### config.mk
export PLATFORM = sky130hd
export DESIGN_NAME = scm_serial_ctrl
export DESIGN_NICKNAME = d
export VERILOG_FILES = /design/src/scm_pkg.sv /design/src/scm_clk_gen.sv /design/src/scm_serial_ctrl.sv
export SDC_FILE = /design/constraint.sdc
export NUM_CORES = 1
export LEC_CHECK = 0
export BUFFER_PORTS_ARGS = -buffer_cell sky130_fd_sc_hd__buf_4
export CAP_MARGIN = 20
export CORE_MARGIN = 5
export CORE_UTILIZATION = 36
export CTS_BUF_LIST = sky130_fd_sc_hd__clkbuf_2 sky130_fd_sc_hd__clkbuf_4 sky130_fd_sc_hd__clkbuf_8
export DETAILED_ROUTE_END_ITERATION = 12
export GPL_ROUTABILITY_DRIVEN = 0
export HOLD_SLACK_MARGIN = 0.05
export PLACE_DENSITY_LB_ADDON = 0.05
export SKIP_CTS_REPAIR_TIMING = 1
export SYNTH_ARGS = -nofsm -noshare
export SYNTH_HDL_FRONTEND = slang
export SYNTH_SLANG_ARGS = --single-unit
### constraint.sdc
create_clock -name clk -period 4.1 [get_ports clk]
set_input_delay 0.82 -clock clk [delete_from_list [all_inputs] [get_ports clk]]
set_output_delay 0.82 -clock clk [all_outputs]
set_load 0.01 [all_outputs]
### src/scm_pkg.sv
package scm_pkg;

    // Register byte offsets on the APB bus
    localparam logic [7:0] OFF_CTRL = 8'h00;
    localparam logic [7:0] OFF_MODE = 8'h04;
    localparam logic [7:0] OFF_BAUD = 8'h08;
    localparam logic [7:0] OFF_TXD = 8'h0C;
    localparam logic [7:0] OFF_RXD = 8'h10;
    localparam logic [7:0] OFF_STAT = 8'h14;
    localparam logic [7:0] OFF_ISTAT = 8'h18;
    localparam logic [7:0] OFF_IMASK = 8'h1C;

    // serial_control field positions
    localparam int CTRL_CKS_LO = 0;
    localparam int CTRL_CKS_HI = 1;
    localparam int CTRL_TX_END_IRQ_EN = 2;
    localparam int CTRL_FILT = 3;
    localparam int CTRL_RXEN = 4;
    localparam int CTRL_TXEN = 5;

    // serial_mode_reg field positions
    localparam int MODE_SYNC = 0;
    localparam int MODE_MP = 1;

    // serial_status_reg field positions
    localparam int STAT_RXFULL = 0;
    localparam int STAT_FER = 1;
    localparam int STAT_OER = 2;
    localparam int STAT_TXEMPTY = 3;
    localparam int STAT_TXEND = 4;
    localparam int STAT_MPB = 5;

    // Interrupt status and mask bits
    localparam int IRQ_RXFULL = 0;
    localparam int IRQ_TXEMPTY = 1;
    localparam int IRQ_TXEND = 2;
    localparam int IRQ_RXERR = 3;
    localparam int IRQ_W = 4;
    localparam logic [IRQ_W-1:0] IRQ_TXEND_MASK = 4'h4;
    localparam logic [7:0] IRQ_VECTOR = 8'h17;

    // Clock source select codes
    localparam logic [1:0] CKS_INT = 2'h0;
    localparam logic [1:0] CKS_INT_OUT = 2'h1;
    localparam logic [1:0] CKS_EXT = 2'h2;
    localparam logic [1:0] CKS_RSVD = 2'h3;

    // Widths, frame shape and reset values
    localparam int BAUD_W = 16;
    localparam int TXD_W = 9;
    localparam int RXD_MP_BIT = 8;
    localparam int TICK_W = 4;
    localparam logic [15:0] BAUD_RESET = 16'h0000;
    localparam logic [3:0] TICK_MID = 4'h7;
    localparam logic [3:0] TICK_LAST = 4'hF;
    localparam logic [3:0] DATA_BITS = 4'h8;
    localparam logic [3:0] FRAME_PLAIN = 4'hA;
    localparam logic [3:0] FRAME_MP = 4'hB;

    // Receiver states
    typedef enum logic [1:0] {
        RX_IDLE = 2'b00,
        RX_START = 2'b01,
        RX_DATA = 2'b10,
        RX_STOP = 2'b11
    } scm_rx_state_t;

endpackage

### src/scm_clk_gen.sv
`timescale 1ns/1ps
module scm_clk_gen
    import scm_pkg::*;
#(
    parameter int DIV_W = BAUD_W
)
(
    // Clock and reset
    input wire logic clk,
    input wire logic rst,
    // Settings from the register file
    input wire logic [1:0] clk_sel,
    input wire logic sync_mode,
    input wire logic run,
    input wire logic [DIV_W-1:0] baud_div,
    // Serial clock pin
    input wire logic sck_in,
    output logic sck_out,
    output logic sck_oe,
    // Timing pulses toward the shifters
    output logic tick16,
    output logic sclk_rise,
    output logic sclk_fall
);

    typedef struct packed {
        logic sck_meta;
        logic sck_sync;
        logic sck_prev;
        logic [DIV_W-1:0] div_cnt;
        logic [TICK_W-1:0] phase;
        logic tick;
        logic rise;
        logic fall;
        logic out;
    } scm_clk_state_t;

    scm_clk_state_t s;
    scm_clk_state_t n;
    logic ext;

    // Pin is driven only for the two codes that output a clock
    function automatic logic pin_drives(input logic [1:0] sel, input logic sync);
        pin_drives = sync ? (sel == CKS_INT) : (sel == CKS_INT_OUT);
    endfunction

    assign ext = (clk_sel == CKS_EXT);
    assign sck_oe = pin_drives(clk_sel, sync_mode);
    assign sck_out = s.out;
    assign tick16 = s.tick;
    assign sclk_rise = s.rise;
    assign sclk_fall = s.fall;

    // Divider, phase counter and external edge detection
    always_comb
    begin
        n = s;
        n.sck_meta = sck_in;
        n.sck_sync = s.sck_meta;
        n.sck_prev = s.sck_sync;
        n.tick = 1'b0;
        n.rise = 1'b0;
        n.fall = 1'b0;
        if (ext)
        begin
            // External clock is 16x bit rate in async, bit clock in sync
            n.tick = s.sck_sync && !s.sck_prev;
            n.rise = sync_mode && s.sck_sync && !s.sck_prev;
            n.fall = sync_mode && !s.sck_sync && s.sck_prev;
            n.div_cnt = '0;
            n.phase = '0;
            n.out = 1'b1;
        end
        else if (!run)
        begin
            // Idle clock rests high so the first bit starts on a falling edge
            n.div_cnt = '0;
            n.phase = '0;
            n.out = 1'b1;
        end
        else
        begin
            if (s.div_cnt == baud_div)
            begin
                n.div_cnt = '0;
                n.tick = 1'b1;
                n.phase = s.phase + 4'h1;
                n.rise = sync_mode && (s.phase == TICK_MID);
                n.fall = sync_mode && (s.phase == TICK_LAST);
            end
            else
            begin
                n.div_cnt = s.div_cnt + 1'b1;
            end
            n.out = n.phase[TICK_W-1];
        end
    end

    // State register
    always_ff @(posedge clk)
    begin
        if (rst)
        begin
            s <= '0;
            s.sck_meta <= 1'b1;
            s.sck_sync <= 1'b1;
            s.sck_prev <= 1'b1;
            s.out <= 1'b1;
        end
        else
        begin
            s <= n;
        end
    end

endmodule

### src/scm_serial_ctrl.sv
// Local design decisions: the register offsets and the APB slave port.
`timescale 1ns/1ps
module scm_serial_ctrl
    import scm_pkg::*;
#(
    parameter int ADDR_W = 8
)
(
    // Clock and reset
    input wire logic clk,
    input wire logic rst,
    // APB slave
    input wire logic psel,
    input wire logic penable,
    input wire logic pwrite,
    input wire logic [ADDR_W-1:0] paddr,
    input wire logic [31:0] pwdata,
    output logic [31:0] prdata,
    output logic pready,
    output logic pslverr,
    // Serial link
    input wire logic rxd,
    output logic txd,
    input wire logic serial_clk_pin_in,
    output logic serial_clk_pin_out,
    output logic serial_clk_pin_oe,
    // Interrupt
    output logic irq,
    output logic [7:0] irq_vector
);

    typedef struct packed {
        logic tx_en;
        logic rx_en;
        logic filt;
        logic tx_end_irq_en;
        logic [1:0] clk_sel;
        logic sync_mode;
        logic mp_mode;
        logic [BAUD_W-1:0] baud_div;
        logic [TXD_W-1:0] tx_hold;
        logic tx_empty;
        logic tx_end;
        logic tx_busy;
        logic [10:0] tx_shift;
        logic [3:0] tx_cnt;
        logic [3:0] tx_tick;
        logic rx_meta;
        logic rx_sync;
        scm_rx_state_t rx_state;
        logic [3:0] rx_tick;
        logic [3:0] rx_cnt;
        logic [8:0] rx_shift;
        logic [8:0] rx_data;
        logic rx_full;
        logic framing_err_flag;
        logic overrun_err_flag;
        logic [IRQ_W-1:0] irq_stat;
        logic [IRQ_W-1:0] irq_mask;
        logic [31:0] prdata;
    } scm_state_t;

    scm_state_t s;
    scm_state_t n;
    logic tick16, sclk_rise, sclk_fall;
    logic setup, access, filt_act, step, frame_done, frame_mp, frame_ferr;
    logic [7:0] frame_data;
    logic [8:0] rx_next;
    logic [3:0] rx_last;
    logic [IRQ_W-1:0] ev, irq_en;
    logic [31:0] rd_word;
    logic [3:0] ctrl_wr_field;

    // Address decode for the error answer; read mux and write path decode by their own case
    function automatic logic reg_hit(input logic [ADDR_W-1:0] a);
        reg_hit = (a == OFF_CTRL) || (a == OFF_MODE) || (a == OFF_BAUD) ||
            (a == OFF_TXD) || (a == OFF_RXD) || (a == OFF_STAT) ||
            (a == OFF_ISTAT) || (a == OFF_IMASK);
    endfunction

    scm_clk_gen #(.DIV_W(BAUD_W)) u_clk (
        .clk(clk),
        .rst(rst),
        .clk_sel(s.clk_sel),
        .sync_mode(s.sync_mode),
        .run(s.sync_mode ? s.tx_busy : 1'b1),
        .baud_div(s.baud_div),
        .sck_in(serial_clk_pin_in),
        .sck_out(serial_clk_pin_out),
        .sck_oe(serial_clk_pin_oe),
        .tick16(tick16),
        .sclk_rise(sclk_rise),
        .sclk_fall(sclk_fall)
    );

    // Zero-wait APB: read data is captured in the setup cycle
    assign setup = psel && !penable;
    assign access = psel && penable;
    assign pready = access;
    assign pslverr = access && !reg_hit(paddr);
    assign prdata = s.prdata;
    assign txd = s.tx_shift[0];
    assign irq_vector = IRQ_VECTOR;
    assign filt_act = s.filt && s.mp_mode && !s.sync_mode;
    assign ctrl_wr_field = {pwdata[CTRL_FILT], pwdata[CTRL_TX_END_IRQ_EN],
        pwdata[CTRL_CKS_HI], pwdata[CTRL_CKS_LO]};

    // Transmit-end source is additionally gated by its own enable
    always_comb
    begin
        irq_en = s.irq_mask;
        irq_en[IRQ_TXEND] = s.irq_mask[IRQ_TXEND] && s.tx_end_irq_en;
    end
    assign irq = |(s.irq_stat & irq_en);

    // Read multiplexer; unmapped addresses read as zero
    always_comb
    begin
        rd_word = '0;
        unique case (paddr)
            OFF_CTRL:
            begin
                rd_word[CTRL_TXEN] = s.tx_en;
                rd_word[CTRL_RXEN] = s.rx_en;
                rd_word[CTRL_FILT] = s.filt;
                rd_word[CTRL_TX_END_IRQ_EN] = s.tx_end_irq_en;
                rd_word[CTRL_CKS_HI] = s.clk_sel[1];
                rd_word[CTRL_CKS_LO] = s.clk_sel[0];
            end
            OFF_MODE:
            begin
                rd_word[MODE_SYNC] = s.sync_mode;
                rd_word[MODE_MP] = s.mp_mode;
            end
            OFF_BAUD: rd_word[BAUD_W-1:0] = s.baud_div;
            OFF_TXD: rd_word[TXD_W-1:0] = s.tx_hold;
            OFF_RXD: rd_word[RXD_MP_BIT:0] = s.rx_data;
            OFF_STAT:
            begin
                rd_word[STAT_RXFULL] = s.rx_full;
                rd_word[STAT_FER] = s.framing_err_flag;
                rd_word[STAT_OER] = s.overrun_err_flag;
                rd_word[STAT_TXEMPTY] = s.tx_empty;
                rd_word[STAT_TXEND] = s.tx_end;
                rd_word[STAT_MPB] = s.rx_data[RXD_MP_BIT];
            end
            OFF_ISTAT: rd_word[IRQ_W-1:0] = s.irq_stat;
            OFF_IMASK: rd_word[IRQ_W-1:0] = s.irq_mask;
            default: rd_word = '0;
        endcase
    end

    // Next state: bus effects first, so hardware events win over clears
    always_comb
    begin
        n = s;
        ev = '0;
        frame_done = 1'b0;
        frame_data = '0;
        frame_mp = 1'b0;
        frame_ferr = 1'b0;
        step = 1'b0;
        rx_next = {s.rx_sync, s.rx_shift[8:1]};
        rx_last = (s.sync_mode || !s.mp_mode) ? (DATA_BITS - 4'h1) : DATA_BITS;
        n.rx_meta = rxd;
        n.rx_sync = s.rx_meta;
        if (setup)
            n.prdata = rd_word;
        if (access && pwrite)
        begin
            unique case (paddr)
                OFF_CTRL:
                begin
                    n.tx_en = pwdata[CTRL_TXEN];
                    n.rx_en = pwdata[CTRL_RXEN];
                    n.filt = pwdata[CTRL_FILT];
                    n.tx_end_irq_en = pwdata[CTRL_TX_END_IRQ_EN];
                    n.clk_sel = {pwdata[CTRL_CKS_HI], pwdata[CTRL_CKS_LO]};
                end
                OFF_MODE:
                begin
                    n.sync_mode = pwdata[MODE_SYNC];
                    n.mp_mode = pwdata[MODE_MP];
                end
                OFF_BAUD: n.baud_div = pwdata[BAUD_W-1:0];
                OFF_TXD:
                begin
                    // A write while the holding register is full is dropped
                    if (s.tx_empty)
                    begin
                        n.tx_hold = pwdata[TXD_W-1:0];
                        n.tx_empty = 1'b0;
                        n.tx_end = 1'b0;
                    end
                end
                OFF_STAT:
                begin
                    n.framing_err_flag = s.framing_err_flag && !pwdata[STAT_FER];
                    n.overrun_err_flag = s.overrun_err_flag && !pwdata[STAT_OER];
                end
                OFF_IMASK: n.irq_mask = pwdata[IRQ_W-1:0];
                default: n.irq_mask = s.irq_mask;
            endcase
        end
        if (access && !pwrite && paddr == OFF_RXD)
            n.rx_full = 1'b0;
        if (access && !pwrite && paddr == OFF_ISTAT)
            n.irq_stat = '0;

        // Transmitter: move holding register into the shifter
        if (!s.tx_busy && !s.tx_empty && s.tx_en)
        begin
            n.tx_busy = 1'b1;
            n.tx_empty = 1'b1;
            n.tx_tick = '0;
            ev[IRQ_TXEMPTY] = 1'b1;
            if (s.sync_mode)
            begin
                n.tx_shift = {3'h7, s.tx_hold[7:0]};
                n.tx_cnt = DATA_BITS;
            end
            else
            begin
                n.tx_shift = {1'b1, s.mp_mode ? s.tx_hold[RXD_MP_BIT] : 1'b1,
                    s.tx_hold[7:0], 1'b0};
                n.tx_cnt = s.mp_mode ? FRAME_MP : FRAME_PLAIN;
            end
        end
        else if (s.tx_busy)
        begin
            step = s.sync_mode ? sclk_fall : (tick16 && s.tx_tick == TICK_LAST);
            if (!s.sync_mode && tick16)
                n.tx_tick = s.tx_tick + 4'h1;
            if (step)
            begin
                n.tx_shift = {1'b1, s.tx_shift[10:1]};
                n.tx_cnt = s.tx_cnt - 4'h1;
                if (s.tx_cnt == 4'h1)
                begin
                    n.tx_busy = 1'b0;
                    // Done only if software has nothing queued behind it
                    if (n.tx_empty)
                    begin
                        n.tx_end = 1'b1;
                        ev[IRQ_TXEND] = 1'b1;
                    end
                end
            end
        end

        // Receiver: 16x oversampling in async, clock rising edge in sync
        unique case (s.rx_state)
            RX_IDLE:
            begin
                n.rx_tick = '0;
                n.rx_cnt = '0;
                if (s.rx_en && s.sync_mode)
                    n.rx_state = RX_DATA;
                else if (s.rx_en && !s.rx_sync)
                    n.rx_state = RX_START;
            end
            RX_START:
            begin
                if (tick16)
                    n.rx_tick = s.rx_tick + 4'h1;
                // Recheck mid start bit to reject glitches
                if (tick16 && s.rx_tick == TICK_MID)
                begin
                    n.rx_tick = '0;
                    n.rx_state = s.rx_sync ? RX_IDLE : RX_DATA;
                end
            end
            RX_DATA:
            begin
                if (!s.sync_mode && tick16)
                    n.rx_tick = s.rx_tick + 4'h1;
                if (s.sync_mode ? sclk_rise : (tick16 && s.rx_tick == TICK_LAST))
                begin
                    n.rx_shift = rx_next;
                    n.rx_cnt = s.rx_cnt + 4'h1;
                    if (s.rx_cnt == rx_last)
                    begin
                        n.rx_state = s.sync_mode ? RX_IDLE : RX_STOP;
                        frame_done = s.sync_mode;
                        frame_data = rx_next[8:1];
                    end
                end
            end
            RX_STOP:
            begin
                if (tick16)
                    n.rx_tick = s.rx_tick + 4'h1;
                if (tick16 && s.rx_tick == TICK_LAST)
                begin
                    n.rx_state = RX_IDLE;
                    frame_done = 1'b1;
                    frame_data = s.mp_mode ? s.rx_shift[7:0] : s.rx_shift[8:1];
                    frame_mp = s.mp_mode && s.rx_shift[RXD_MP_BIT];
                    frame_ferr = !s.rx_sync;
                end
            end
        endcase
        if (!s.rx_en)
            n.rx_state = RX_IDLE;

        // Frame completion and filtering
        if (frame_done && !(filt_act && !frame_mp))
        begin
            if (filt_act)
                n.filt = 1'b0;
            if (s.rx_full)
            begin
                n.overrun_err_flag = 1'b1;
                ev[IRQ_RXERR] = 1'b1;
            end
            else
            begin
                n.rx_data = {frame_mp, frame_data};
                n.rx_full = 1'b1;
                ev[IRQ_RXFULL] = 1'b1;
            end
            if (frame_ferr)
            begin
                n.framing_err_flag = 1'b1;
                ev[IRQ_RXERR] = 1'b1;
            end
        end
        n.irq_stat = n.irq_stat | ev;
    end

    // State register
    always_ff @(posedge clk)
    begin
        if (rst)
        begin
            s <= '0;
            s.baud_div <= BAUD_RESET;
            s.tx_empty <= 1'b1;
            s.tx_shift <= '1;
            s.rx_meta <= 1'b1;
            s.rx_sync <= 1'b1;
        end
        else
        begin
            s <= n;
        end
    end
endmodule

# After elaboration in Yosys (flattened, before gate mapping)

Index checks and enable logic that the tools add are counted.

Bits in registers: 139
Bits in latches: 0
RAM bits: 0
Memory bits (read-only): 0
Bits of input ports: 47
Output and inout port bits: 46
Logic and storage cells: 226
Memories: 0

Add/subtract/negate cells: 6
Multipliers: 0
Div/mod/pow operators: 0
Magnitude comparators: 0
Eq/ne operators: 26
Shift-type cells: 0
Mux-type cells: 77
Bitwise logic cells: 5
Reductions and logical operators: 74

Operator list:

| cell                                           | number |
|---|---|
| 2-to-1 mux 1 bit                               | 33 |
| 2-to-1 mux 33 bit                              | 1 |
| == test 8 x 5 -> 1 bit (second input constant) | 4 |
| 2-to-1 mux 8 bit                               | 4 |
| logical AND 1 bit                              | 30 |
| 2-to-1 mux 4 bit                               | 7 |
| case mux 6 bit (4 select lines)                | 1 |
| 2-to-1 mux 11 bit                              | 2 |
| 2-to-1 mux 2 bit                               | 11 |
| 2-to-1 mux 21 bit                              | 1 |
| 2-to-1 mux 20 bit                              | 1 |
| AND reduction 2 bit                            | 9 |
| 2-to-1 mux 17 bit                              | 1 |
| adder 16 x 1 -> 16 bit (second input constant) | 1 |
| adder 4 x 1 -> 4 bit (second input constant)   | 4 |
| == test 16 bit                                 | 1 |
| == test 8 x 4 -> 1 bit (second input constant) | 2 |
| 2-to-1 mux 16 bit                              | 1 |
| case mux 2 bit (8 select lines)                | 1 |
| case mux 8 bit (2 select lines)                | 1 |
| logical NOT 1 bit                              | 14 |
| 2-to-1 mux 14 bit                              | 1 |
| 2-to-1 mux 7 bit                               | 2 |
| case mux 2 bit (7 select lines)                | 1 |
| 29 further kinds                               | 54 |

# Logic depth before layout (Yosys ltp)

Gate-level depths: netlist (run 1).

Depth after elaboration: 10
Mapped depth: 8
Mapped depth without buffers: 6

# Hierarchy

Synthesis (run 1) repeated with hierarchy kept, for this count alone.

Cell total of the unflattened synthesis: 809
Area total of the unflattened synthesis: 6,875.3 um^2

By module, submodules not included:

| module          | instances | cells an instance | area an instance (um^2) | seq. area each (um^2) |
|---|---|---|---|---|
| scm_serial_ctrl | 1         | 667               | 5,581.6                 | 2,242.2 |
| scm_clk_gen     | 1         | 142               | 1,293.7                 | 540.5 |

# Worst setup path after synthesis (run 1)

No wires, ideal clock.

Path kind: input -> output
Start point: input paddr[0]
End point: output pslverr
Arrival: 1.625 ns
Data required time: 3.280 ns
Path slack: 1.655 ns
Stages on the path: 4
Buffers on the path: 1
Cell sequence: or4_4 buf_6 nor2_1 nor2_1

Cells in the longest elaborated chain, start to end: 10
Elaborated cells between the ends (all ways): 17
Classes of those cells: 7 x eq/ne; 10 x reduce/logical

RTL lines:

| what                                                        | line                   | RTL |
|---|---|---|
| start, declared                                             | scm_serial_ctrl.sv:16  | `input wire logic [ADDR_W-1:0] paddr,` |
| == test 8 x 3 -> 1 bit or logical NOT 8 bit (tied branches) | scm_serial_ctrl.sv:76  | `reg_hit = (a == OFF_CTRL) \|\| (a == OFF_MODE) \|\| (a == OFF_BAUD) \|\|` |
| logical OR 1 bit (3 in series)                              | scm_serial_ctrl.sv:76  |  |
| logical OR 1 bit (3 in series)                              | scm_serial_ctrl.sv:77  | `(a == OFF_TXD) \|\| (a == OFF_RXD) \|\| (a == OFF_STAT) \|\|` |
| logical OR 1 bit *                                          | scm_serial_ctrl.sv:78  | `(a == OFF_ISTAT) \|\| (a == OFF_IMASK);` |
| logical NOT 1 bit *                                         | scm_serial_ctrl.sv:100 | `assign pslverr = access && !reg_hit(paddr);` |
| logical AND 1 bit *                                         | scm_serial_ctrl.sv:100 |  |
| end, declared                                               | scm_serial_ctrl.sv:20  | `output logic pslverr,` |

Every way passes the cells marked *; elsewhere a longest branch is shown, timed or not.

# Worst setup path after layout (run 1)

Ends and elaborated chain as after synthesis.

==> impl_metrics.prom, run 1 <==
# TYPE chip_impl_metric gauge
chip_impl_info{name="run_status",value="completed"} 1
chip_impl_metric{name="grt-ovfl-total",unit=""} 0
chip_impl_metric{name="die_width",unit="um"} 147
chip_impl_metric{name="total_of_flip_flops_plus_latches_after_synthesis",unit=""} 139
chip_impl_metric{name="async_flop_share",unit=""} 0
chip_impl_info{name="synthTopCellsByArea",value="sky130_fd_sc_hd__dfxtp_1, sky130_fd_sc_hd__mux2i_1, sky130_fd_sc_hd__nand2_1, sky130_fd_sc_hd__nor2_1, sky130_fd_sc_hd__buf_4"} 1
chip_impl_info{name="cts_tree",value="built"} 1
chip_impl_info{name="worstHoldPathType",value="register to register"} 1
chip_impl_metric{name="max_freq",unit="GHz"} 0.375
chip_impl_metric{name="core_area",unit="sq um"} 18600
chip_impl_metric{name="clk-insertion-delay-late",unit="ps"} 450
chip_impl_metric{name="ctsLongestPathBuffers",unit=""} 2
chip_impl_metric{name="p_clk_frac",unit=""} 0.430
chip_impl_metric{name="cts_buffers",unit=""} 17
chip_impl_metric{name="power.leakage",unit="nW"} 2.81
chip_impl_metric{name="design.portCount",unit=""} 93
chip_impl_metric{name="final_net_count",unit=""} 852
chip_impl_metric{name="portBuffers",unit=""} 52
chip_impl_metric{name="clkSlewWorstSetupHoldPaths",unit="ps"} 90
chip_impl_metric{name="timing.clock.skew",unit="ps"} 17.3
chip_impl_metric{name="maxSlewViolCount",unit=""} 0
chip_impl_info{name="critPathCaptureType",value="output port"} 1
chip_impl_metric{name="worst_ep_arrival_time",unit="ps"} 1850
chip_impl_metric{name="pwr-share-comb",unit=""} 0.045
chip_impl_metric{name="grt_pass1_wl",unit="um"} 28700
chip_impl_metric{name="layout_min_cycle_time",unit="ps"} 2670
chip_impl_metric{name="max_slew.worst_pin.slew",unit="ps"} 881
chip_impl_metric{name="yosysSeqAreaShare",unit=""} 0.412
chip_impl_metric{name="seq_power_share",unit=""} 0.525
chip_impl_metric{name="grt_max_degree",unit=""} 71
chip_impl_info{name="start_kind",value="input port"} 1
chip_impl_metric{name="syn_avg_cell_area",unit="sq um"} 8.62
chip_impl_metric{name="total_inserted_antenna_cells",unit=""} 0
chip_impl_info{name="ctsRootBufferMaster",value="sky130_fd_sc_hd__clkbuf_8"} 1
chip_impl_metric{name="p_switching",unit="mW"} 0.673
chip_impl_metric{name="postRouteAntennaNets",unit=""} 0
chip_impl_metric{name="power.ir.vdd_worst",unit="uV"} 184
chip_impl_metric{name="syn-cell-area",unit="sq um"} 6750
chip_impl_metric{name="yosysWarnings",unit=""} 0
chip_impl_metric{name="post_synth_num_cell_types",unit=""} 59
chip_impl_metric{name="via_per_inst",unit=""} 5.17
chip_impl_info{name="crit_type",value="input port to output port"} 1
chip_impl_metric{name="track_usage",unit=""} 0.166
chip_impl_metric{name="row_count",unit=""} 50
chip_impl_metric{name="clkSinkCount",unit=""} 139
chip_impl_metric{name="vias_in_the_first_global_route",unit=""} 5236
chip_impl_metric{name="power",unit="mW"} 2.59
chip_impl_metric{name="power.switching_fraction",unit=""} 0.260
chip_impl_metric{name="synthDominantCellAreaShare",unit=""} 0.412
chip_impl_metric{name="h_tree_depth",unit=""} 4
chip_impl_metric{name="internal_power",unit="mW"} 1.92
chip_impl_metric{name="initial_antenna_violation_count",unit=""} 0
chip_impl_metric{name="dr.first_iter.drc_count",unit=""} 313
chip_impl_metric{name="report.final.setup_viol",unit=""} 0
chip_impl_metric{name="dp_hpwl",unit="um"} 13000
chip_impl_info{name="yosys_most_used_dff",value="sky130_fd_sc_hd__dfxtp_1"} 1
chip_impl_info{name="rsz0062_at_grt",value="false"} 1
chip_impl_metric{name="edff_count_synth",unit=""} 0
chip_impl_metric{name="relSlewSlack",unit=""} 0.412
chip_impl_metric{name="power_per_cell_area",unit="nW/um^2"} 348
chip_impl_metric{name="critPathRequiredTime",unit="ps"} 3280
chip_impl_metric{name="cap_violations",unit=""} 0
chip_impl_metric{name="routed_wirelength",unit="um"} 17900
chip_impl_metric{name="full_die_area",unit="sq um"} 21600
chip_impl_info{name="synth_area_leader_cell",value="sky130_fd_sc_hd__dfxtp_1"} 1
chip_impl_metric{name="initial_utilization",unit=""} 0.363
chip_impl_metric{name="routed_wire_length_per_instance",unit="um"} 17.2
chip_impl_metric{name="synthesis.instances",unit=""} 783
chip_impl_metric{name="worstPathMaxFanout",unit=""} 7
chip_impl_metric{name="drt_pre_antenna_iters",unit=""} 5
chip_impl_metric{name="min_period_over_period",unit=""} 0.650
chip_impl_metric{name="setup_tns",unit="ps"} 0
chip_impl_metric{name="drive_above_1_share",unit=""} 0.150
chip_impl_metric{name="detail_route.drc_violations",unit=""} 0
chip_impl_metric{name="layout-area-overhead-vs-synth",unit="%"} 10.3
chip_impl_metric{name="hold_violations",unit=""} 0
chip_impl_metric{name="vias",unit=""} 5405
chip_impl_metric{name="die_h",unit="um"} 147
[sequential cells by signal, indices dropped and copies added, names as in the netlist]
| register | count |
|---|---|
| u_clk.s | 21 |
| irq_en | 3 |
| u_clk.sck_out | 1 |
| u_clk.n | 2 |
| rx_next | 9 |
| txd | 1 |
| u_clk.tick16 | 1 |
| u_clk.sclk_rise | 1 |
| n | 1 |
| prdata | 16 |
| u_clk.sclk_fall | 1 |
| s | 82 |
[worst paths after layout]
| check | from | to | slack, ps | cells after the start |
|---|---|---|---|---|
| max reg2reg | s[70] | s[51] | 1520 | 6 |
| min reg2reg | n[71] | rx_next[8] | 420 | 1 |
| min | n[71] | rx_next[8] | 420 | 1 |
| max | paddr[0] | pslverr | 1430 | 5 |
[cell usage after synthesis, types with 8 or more instances]
library cell / count
sky130_fd_sc_hd__a21oi_1: 45
sky130_fd_sc_hd__xor2_1: 10
sky130_fd_sc_hd__or2_2: 8
sky130_fd_sc_hd__xnor2_1: 28
sky130_fd_sc_hd__buf_4: 41
sky130_fd_sc_hd__clkbuf_1: 26
sky130_fd_sc_hd__nor2b_1: 11
sky130_fd_sc_hd__a221oi_1: 11
sky130_fd_sc_hd__nor2_1: 96
sky130_fd_sc_hd__dfxtp_1: 139
sky130_fd_sc_hd__nor3_1: 11
sky130_fd_sc_hd__nand3_1: 16
sky130_fd_sc_hd__nand4_1: 17
sky130_fd_sc_hd__a22oi_1: 17
sky130_fd_sc_hd__a21oi_2: 8
sky130_fd_sc_hd__inv_1: 12
sky130_fd_sc_hd__mux2i_1: 44
sky130_fd_sc_hd__o211ai_1: 9
sky130_fd_sc_hd__o21ai_0: 26
sky130_fd_sc_hd__nand2_1: 103
[kinds of logic (layout without fill, tap and decap cells)]
family	after synthesis	after routing	share of synthesized area
adders and majority gates	7	7	0.0130
buffers and inverters	95	101	0.0802
and+or+nand+nor	308	308	0.218
muxes	54	54	0.0919
AOI/OAI and AO/OA	140	140	0.134
xor gates and xnor gates	38	38	0.0493
other	2	24	0.00111
DFF	139	139	0.412
[layer usage]
layer,track usage,routed length (um),vias to the layer above
met5,0,0,-
met4,0.0466,271,0
met3,0.0432,793,16
met2,0.257,8020,119
met1,0.231,8860,2586
li1,-,-,2684
[power groups by stage]
stage | sequential, mW | combinational [mW] | clock [mW]
2_1_floorplan | 1.39 | 0.0809 | 0
3_3_place_gp | 1.39 | 0.115 | 0
3_5_place_dp | 1.39 | 0.116 | 0
4_1_cts | 1.36 | 0.116 | 1.16
5_1_grt | 1.36 | 0.126 | 1.22
6_report | 1.36 | 0.116 | 1.12
[worst max-delay path, stage by stage]
cell	delay, ps
sky130_fd_sc_hd__buf_4	100
sky130_fd_sc_hd__or4_4	600
sky130_fd_sc_hd__nor2_1	120
sky130_fd_sc_hd__nor2_1	50
sky130_fd_sc_hd__buf_4	150
[through the flow]
stage	cells	area [sq um]	setup slack (ps)	utilization	hold WS, ps
after global routing	1045	7450	1380	0.401	445
after CTS	1044	7440	1290	0.401	423
after global placement	1012	7050	1370	0.379	392
after detailed placement	1012	7050	1300	0.379	398
after floorplan	805	6830	1650	-	389
final	1045	7450	1430	0.401	419
[area by class of cell]
cell class                 count  area, sq um
multi-input combinational    571         3510
sequential                   139         2780
clock buffer                  19          262
fill                        1888        11100
tap                          234          293
inverter                      12         45.0
clock inverter                13          133
timing repair buffer          57          425
[cells in the final DEF, fill, tap and decap left out, types with 7 or more instances in the layout]
| master | Yosys | layout |
|---|---|---|
| sky130_fd_sc_hd__clkbuf_8 | 0 | 19 |
| sky130_fd_sc_hd__o211ai_1 | 9 | 9 |
| sky130_fd_sc_hd__nand3_1 | 16 | 16 |
| sky130_fd_sc_hd__nand4_1 | 17 | 17 |
| sky130_fd_sc_hd__mux2i_1 | 44 | 44 |
| sky130_fd_sc_hd__buf_4 | 41 | 56 |
| sky130_fd_sc_hd__xnor2_1 | 28 | 28 |
| sky130_fd_sc_hd__nor2_1 | 96 | 96 |
| sky130_fd_sc_hd__nor3_1 | 11 | 11 |
| sky130_fd_sc_hd__nor2b_1 | 11 | 11 |
| sky130_fd_sc_hd__dfxtp_1 | 139 | 139 |
| sky130_fd_sc_hd__o21ai_0 | 26 | 26 |
| sky130_fd_sc_hd__conb_1 | 2 | 24 |
| sky130_fd_sc_hd__a21oi_2 | 8 | 8 |
| sky130_fd_sc_hd__a31oi_1 | 7 | 7 |
| sky130_fd_sc_hd__nand2b_1 | 7 | 7 |
| sky130_fd_sc_hd__a221oi_1 | 11 | 11 |
| sky130_fd_sc_hd__a21oi_1 | 45 | 45 |
| sky130_fd_sc_hd__inv_1 | 12 | 12 |
| sky130_fd_sc_hd__ha_1 | 7 | 7 |
| sky130_fd_sc_hd__a22oi_1 | 17 | 17 |
| sky130_fd_sc_hd__xor2_1 | 10 | 10 |
| sky130_fd_sc_hd__nand2_1 | 103 | 103 |
| sky130_fd_sc_hd__or2_2 | 8 | 8 |
No activity file was read; power rests on OpenSTA's default activity.
==> inputs of run 2 (changes only) <==
--- a/config.mk
+++ b/config.mk
@@ -5,6 +5,7 @@
 export SDC_FILE = /design/constraint.sdc
 export NUM_CORES = 1
 export LEC_CHECK = 0
+export ABC_AREA = 1
 export BUFFER_PORTS_ARGS = -buffer_cell sky130_fd_sc_hd__buf_4
 export CAP_MARGIN = 20
 export CORE_MARGIN = 5
==> constraint.sdc (replaced) <==
create_clock -name clk -period 2.6 [get_ports clk]
set_input_delay 0.52 -clock clk [delete_from_list [all_inputs] [get_ports clk]]
set_output_delay 0.52 -clock clk [all_outputs]
set_load 0.01 [all_outputs]
==> impl_metrics.prom, run 2 <==
# TYPE chip_impl_metric gauge
chip_impl_info{name="run_status",value="completed"} 1
chip_impl_metric{name="grt_pass1_wl",unit="um"} 32400
chip_impl_metric{name="row_count",unit=""} 51
chip_impl_metric{name="setup_tns",unit="ps"} 0
chip_impl_info{name="crit_type",value="input port to output port"} 1
chip_impl_metric{name="initial_antenna_violation_count",unit=""} 0
chip_impl_metric{name="syn-cell-area",unit="sq um"} 7120
chip_impl_metric{name="ctsLongestPathBuffers",unit=""} 2
chip_impl_metric{name="vias",unit=""} 6466
chip_impl_metric{name="design.portCount",unit=""} 93
chip_impl_metric{name="clkSlewWorstSetupHoldPaths",unit="ps"} 80
chip_impl_info{name="synth_area_leader_cell",value="sky130_fd_sc_hd__dfxtp_1"} 1
chip_impl_metric{name="power_per_cell_area",unit="nW/um^2"} 544
chip_impl_metric{name="postRouteAntennaNets",unit=""} 0
chip_impl_info{name="worstHoldPathType",value="input port to register"} 1
chip_impl_metric{name="h_tree_depth",unit=""} 4
chip_impl_metric{name="timing.clock.skew",unit="ps"} 13.6
chip_impl_metric{name="die_width",unit="um"} 151
chip_impl_info{name="post_synth_most_frequent_cells",value="sky130_fd_sc_hd__nand2_1, sky130_fd_sc_hd__dfxtp_1, sky130_fd_sc_hd__inv_1, sky130_fd_sc_hd__nor2_1, sky130_fd_sc_hd__a21oi_1"} 1
chip_impl_metric{name="min_period_over_period",unit=""} 0.929
chip_impl_info{name="layout_commonest_cell",value="sky130_fd_sc_hd__nand2_1"} 1
chip_impl_metric{name="critPathRequiredTime",unit="ps"} 2080
chip_impl_info{name="hold_path.startpoint",value="serial_clk_pin_in"} 1
chip_impl_metric{name="grt-ovfl-total",unit=""} 0
chip_impl_info{name="max_flop_register",value="s"} 1
chip_impl_info{name="critical_path.reg2reg.startpoint",value="s[65]"} 1
chip_impl_metric{name="fin_cells",unit=""} 1386
chip_impl_metric{name="r2r_setup_slack",unit="ps"} 600
chip_impl_metric{name="report.final.setup_viol",unit=""} 0
chip_impl_metric{name="clkSinkCount",unit=""} 139
chip_impl_metric{name="cap_violations",unit=""} 0
chip_impl_metric{name="track_usage",unit=""} 0.183
chip_impl_info{name="critical_path.reg2reg.endpoint",value="s[63]"} 1
chip_impl_metric{name="hold_path_depth",unit=""} 2
chip_impl_metric{name="total_inserted_antenna_cells",unit=""} 0
chip_impl_metric{name="synthDominantCellAreaShare",unit=""} 0.391
chip_impl_metric{name="die_h",unit="um"} 151
chip_impl_info{name="yosys_most_used_dff",value="sky130_fd_sc_hd__dfxtp_1"} 1
chip_impl_info{name="startpoint",value="paddr[5]"} 1
chip_impl_metric{name="core_area",unit="sq um"} 19500
chip_impl_info{name="critPathCaptureType",value="output port"} 1
chip_impl_metric{name="synthesis.instances",unit=""} 1063
chip_impl_metric{name="placement.cell_area",unit="sq um"} 7670
chip_impl_info{name="path_common_cell",value="sky130_fd_sc_hd__buf_4"} 1
chip_impl_info{name="timing.critical_path.cells",value="buf_4, nor2_1, nand2_1, inv_1, nand2_1, nand3_1, a211oi_1, buf_4, buf_4"} 1
chip_impl_metric{name="portBuffers",unit=""} 52
chip_impl_metric{name="post_synth_num_cell_types",unit=""} 42
chip_impl_metric{name="largest_register_ff_count",unit=""} 82
chip_impl_info{name="cts_tree",value="built"} 1
chip_impl_metric{name="total_of_flip_flops_plus_latches_after_synthesis",unit=""} 139
chip_impl_metric{name="worst-r2r-cell-count",unit=""} 9
chip_impl_info{name="mostFrequentLayoutCells",value="sky130_fd_sc_hd__nand2_1, sky130_fd_sc_hd__dfxtp_1, sky130_fd_sc_hd__nor2_1"} 1
chip_impl_metric{name="max_freq",unit="GHz"} 0.414
chip_impl_info{name="rsz0062_at_grt",value="false"} 1
chip_impl_info{name="synthTopCellsByArea",value="sky130_fd_sc_hd__dfxtp_1, sky130_fd_sc_hd__nand2_1, sky130_fd_sc_hd__a21oi_1, sky130_fd_sc_hd__inv_1, sky130_fd_sc_hd__nor2_1"} 1
chip_impl_metric{name="finish.utilization",unit=""} 0.417
chip_impl_metric{name="via_per_inst",unit=""} 4.67
chip_impl_metric{name="vias_in_the_first_global_route",unit=""} 6080
chip_impl_metric{name="dpl.cell_count",unit=""} 1354
chip_impl_metric{name="layout-area-overhead-vs-synth",unit="%"} 14.1
chip_impl_metric{name="cts_buffers",unit=""} 17
chip_impl_metric{name="routed_wirelength",unit="um"} 20200
chip_impl_metric{name="syn_avg_cell_area",unit="sq um"} 6.70
chip_impl_metric{name="yosysSeqAreaShare",unit=""} 0.391
chip_impl_info{name="hold-path-endpoint",value="u_clk.n[25]"} 1
chip_impl_metric{name="drt_pre_antenna_iters",unit=""} 5
chip_impl_metric{name="maxSlewViolCount",unit=""} 0
chip_impl_metric{name="yosysWarnings",unit=""} 0
chip_impl_info{name="ctsRootBufferMaster",value="sky130_fd_sc_hd__clkbuf_8"} 1
chip_impl_metric{name="dr.first_iter.drc_count",unit=""} 388
chip_impl_metric{name="clk-insertion-delay-late",unit="ps"} 450
chip_impl_metric{name="initial_utilization",unit=""} 0.366
chip_impl_metric{name="fill_cells",unit=""} 2096
chip_impl_metric{name="final_net_count",unit=""} 1162
chip_impl_info{name="critical_path.slowest_cell",value="sky130_fd_sc_hd__a211oi_1"} 1
chip_impl_metric{name="dp_hpwl",unit="um"} 15200
chip_impl_metric{name="layout_min_cycle_time",unit="ps"} 2410
chip_impl_metric{name="async_flop_share",unit=""} 0
chip_impl_metric{name="full_die_area",unit="sq um"} 22700
chip_impl_info{name="yosys.cell_count.top_type",value="sky130_fd_sc_hd__nand2_1"} 1
chip_impl_metric{name="detail_route.drc_violations",unit=""} 0
chip_impl_metric{name="worst_ep_arrival_time",unit="ps"} 1890
chip_impl_metric{name="critPathMaxStageDelay",unit="ps"} 410
chip_impl_metric{name="drive_above_1_share",unit=""} 0.120
chip_impl_metric{name="power.ir.vdd_worst",unit="uV"} 269
chip_impl_metric{name="layout.area.seq",unit="sq um"} 2780
chip_impl_metric{name="edff_count_synth",unit=""} 0
chip_impl_metric{name="worstPathMaxFanout",unit=""} 8
chip_impl_metric{name="finish.instance_area",unit="sq um"} 8120
chip_impl_metric{name="power.leakage",unit="nW"} 3.43
chip_impl_metric{name="routed_wire_length_per_instance",unit="um"} 14.6
chip_impl_metric{name="multiInputGateArea",unit="sq um"} 3500
chip_impl_metric{name="hold_violations",unit=""} 0
chip_impl_info{name="start_kind",value="input port"} 1
chip_impl_metric{name="grt_max_degree",unit=""} 59
==> run 2: changes by cell type in the layout (fill, tap and decap cells not counted), moves of 44 or more <==
cell | before | now
sky130_fd_sc_hd__o21ai_0 | 26 | 89
sky130_fd_sc_hd__inv_1 | 12 | 120
sky130_fd_sc_hd__mux2i_1 | 44 | 0
sky130_fd_sc_hd__a21oi_1 | 45 | 97
sky130_fd_sc_hd__nand2_1 | 103 | 251
sky130_fd_sc_hd__nand3_1 | 16 | 74
==> run 2: routing by layer <==
layer,routed length (um),vias to the layer above,GRT usage
met2,9370,99,0.295
li1,-,3462,-
met3,844,8,0.0370
met5,0,-,0
met4,128,0,0.0372
met1,9850,2897,0.254
==> run 2: layout make-up <==
| cell class | count | area share |
|---|---|---|
| clock buffer | 22 | 0.0365 |
| clock inverter | 10 | 0.0199 |
| inverter | 127 | 0.0588 |
| multi-input combinational | 748 | 0.431 |
| sequential | 139 | 0.343 |
| tap | 265 | 0.0408 |
| timing repair buffer | 75 | 0.0708 |
==> run 2: kinds of logic after synthesis <==
family                     Yosys count  synth area share
and+or+nand+nor                    494             0.293
xor gates and xnor gates            10            0.0123
adders and majority gates            7            0.0123
other                                2           0.00105
buffers and inverters              198             0.130
AOI/OAI and AO/OA                  213             0.161
DFF                                139             0.391
==> run 2: worst max path at each step <==
stage | cells after the start | slack, ps | end
finish | 9 | 190 | pslverr
global placement | 9 | 200 | pslverr
detailed placement | 9 | 240 | pslverr
CTS | 9 | 220 | pslverr
global route | 9 | 140 | pslverr
floorplan | 7 | 750 | pslverr
==> run 2: power by group <==
| part | total [mW] | internal [mW] | switching, mW |
|---|---|---|---|
| Combinational | 0.215 | 0.0799 | 0.135 |
| Sequential | 2.16 | 2.15 | 0.0135 |
| Clock | 2.04 | 1.16 | 0.882 |
==> run 2: critical path, delay by kind of cell <==
| kind | cells | cell delay [ps] |
|---|---|---|
| AOI/OAI and AO/OA | 1 | 410 |
| buffers and inverters | 4 | 550 |
| and+or+nand+nor | 4 | 420 |
==> run 2: stage by stage <==
stage	hold slack, ps	total power [mW]	worst slack [ps]
2_1_floorplan	389	2.35	755
3_3_place_gp	391	2.43	197
5_1_grt	212	4.58	140
4_1_cts	221	4.46	217
3_5_place_dp	395	2.43	239
6_report	246	4.42	185
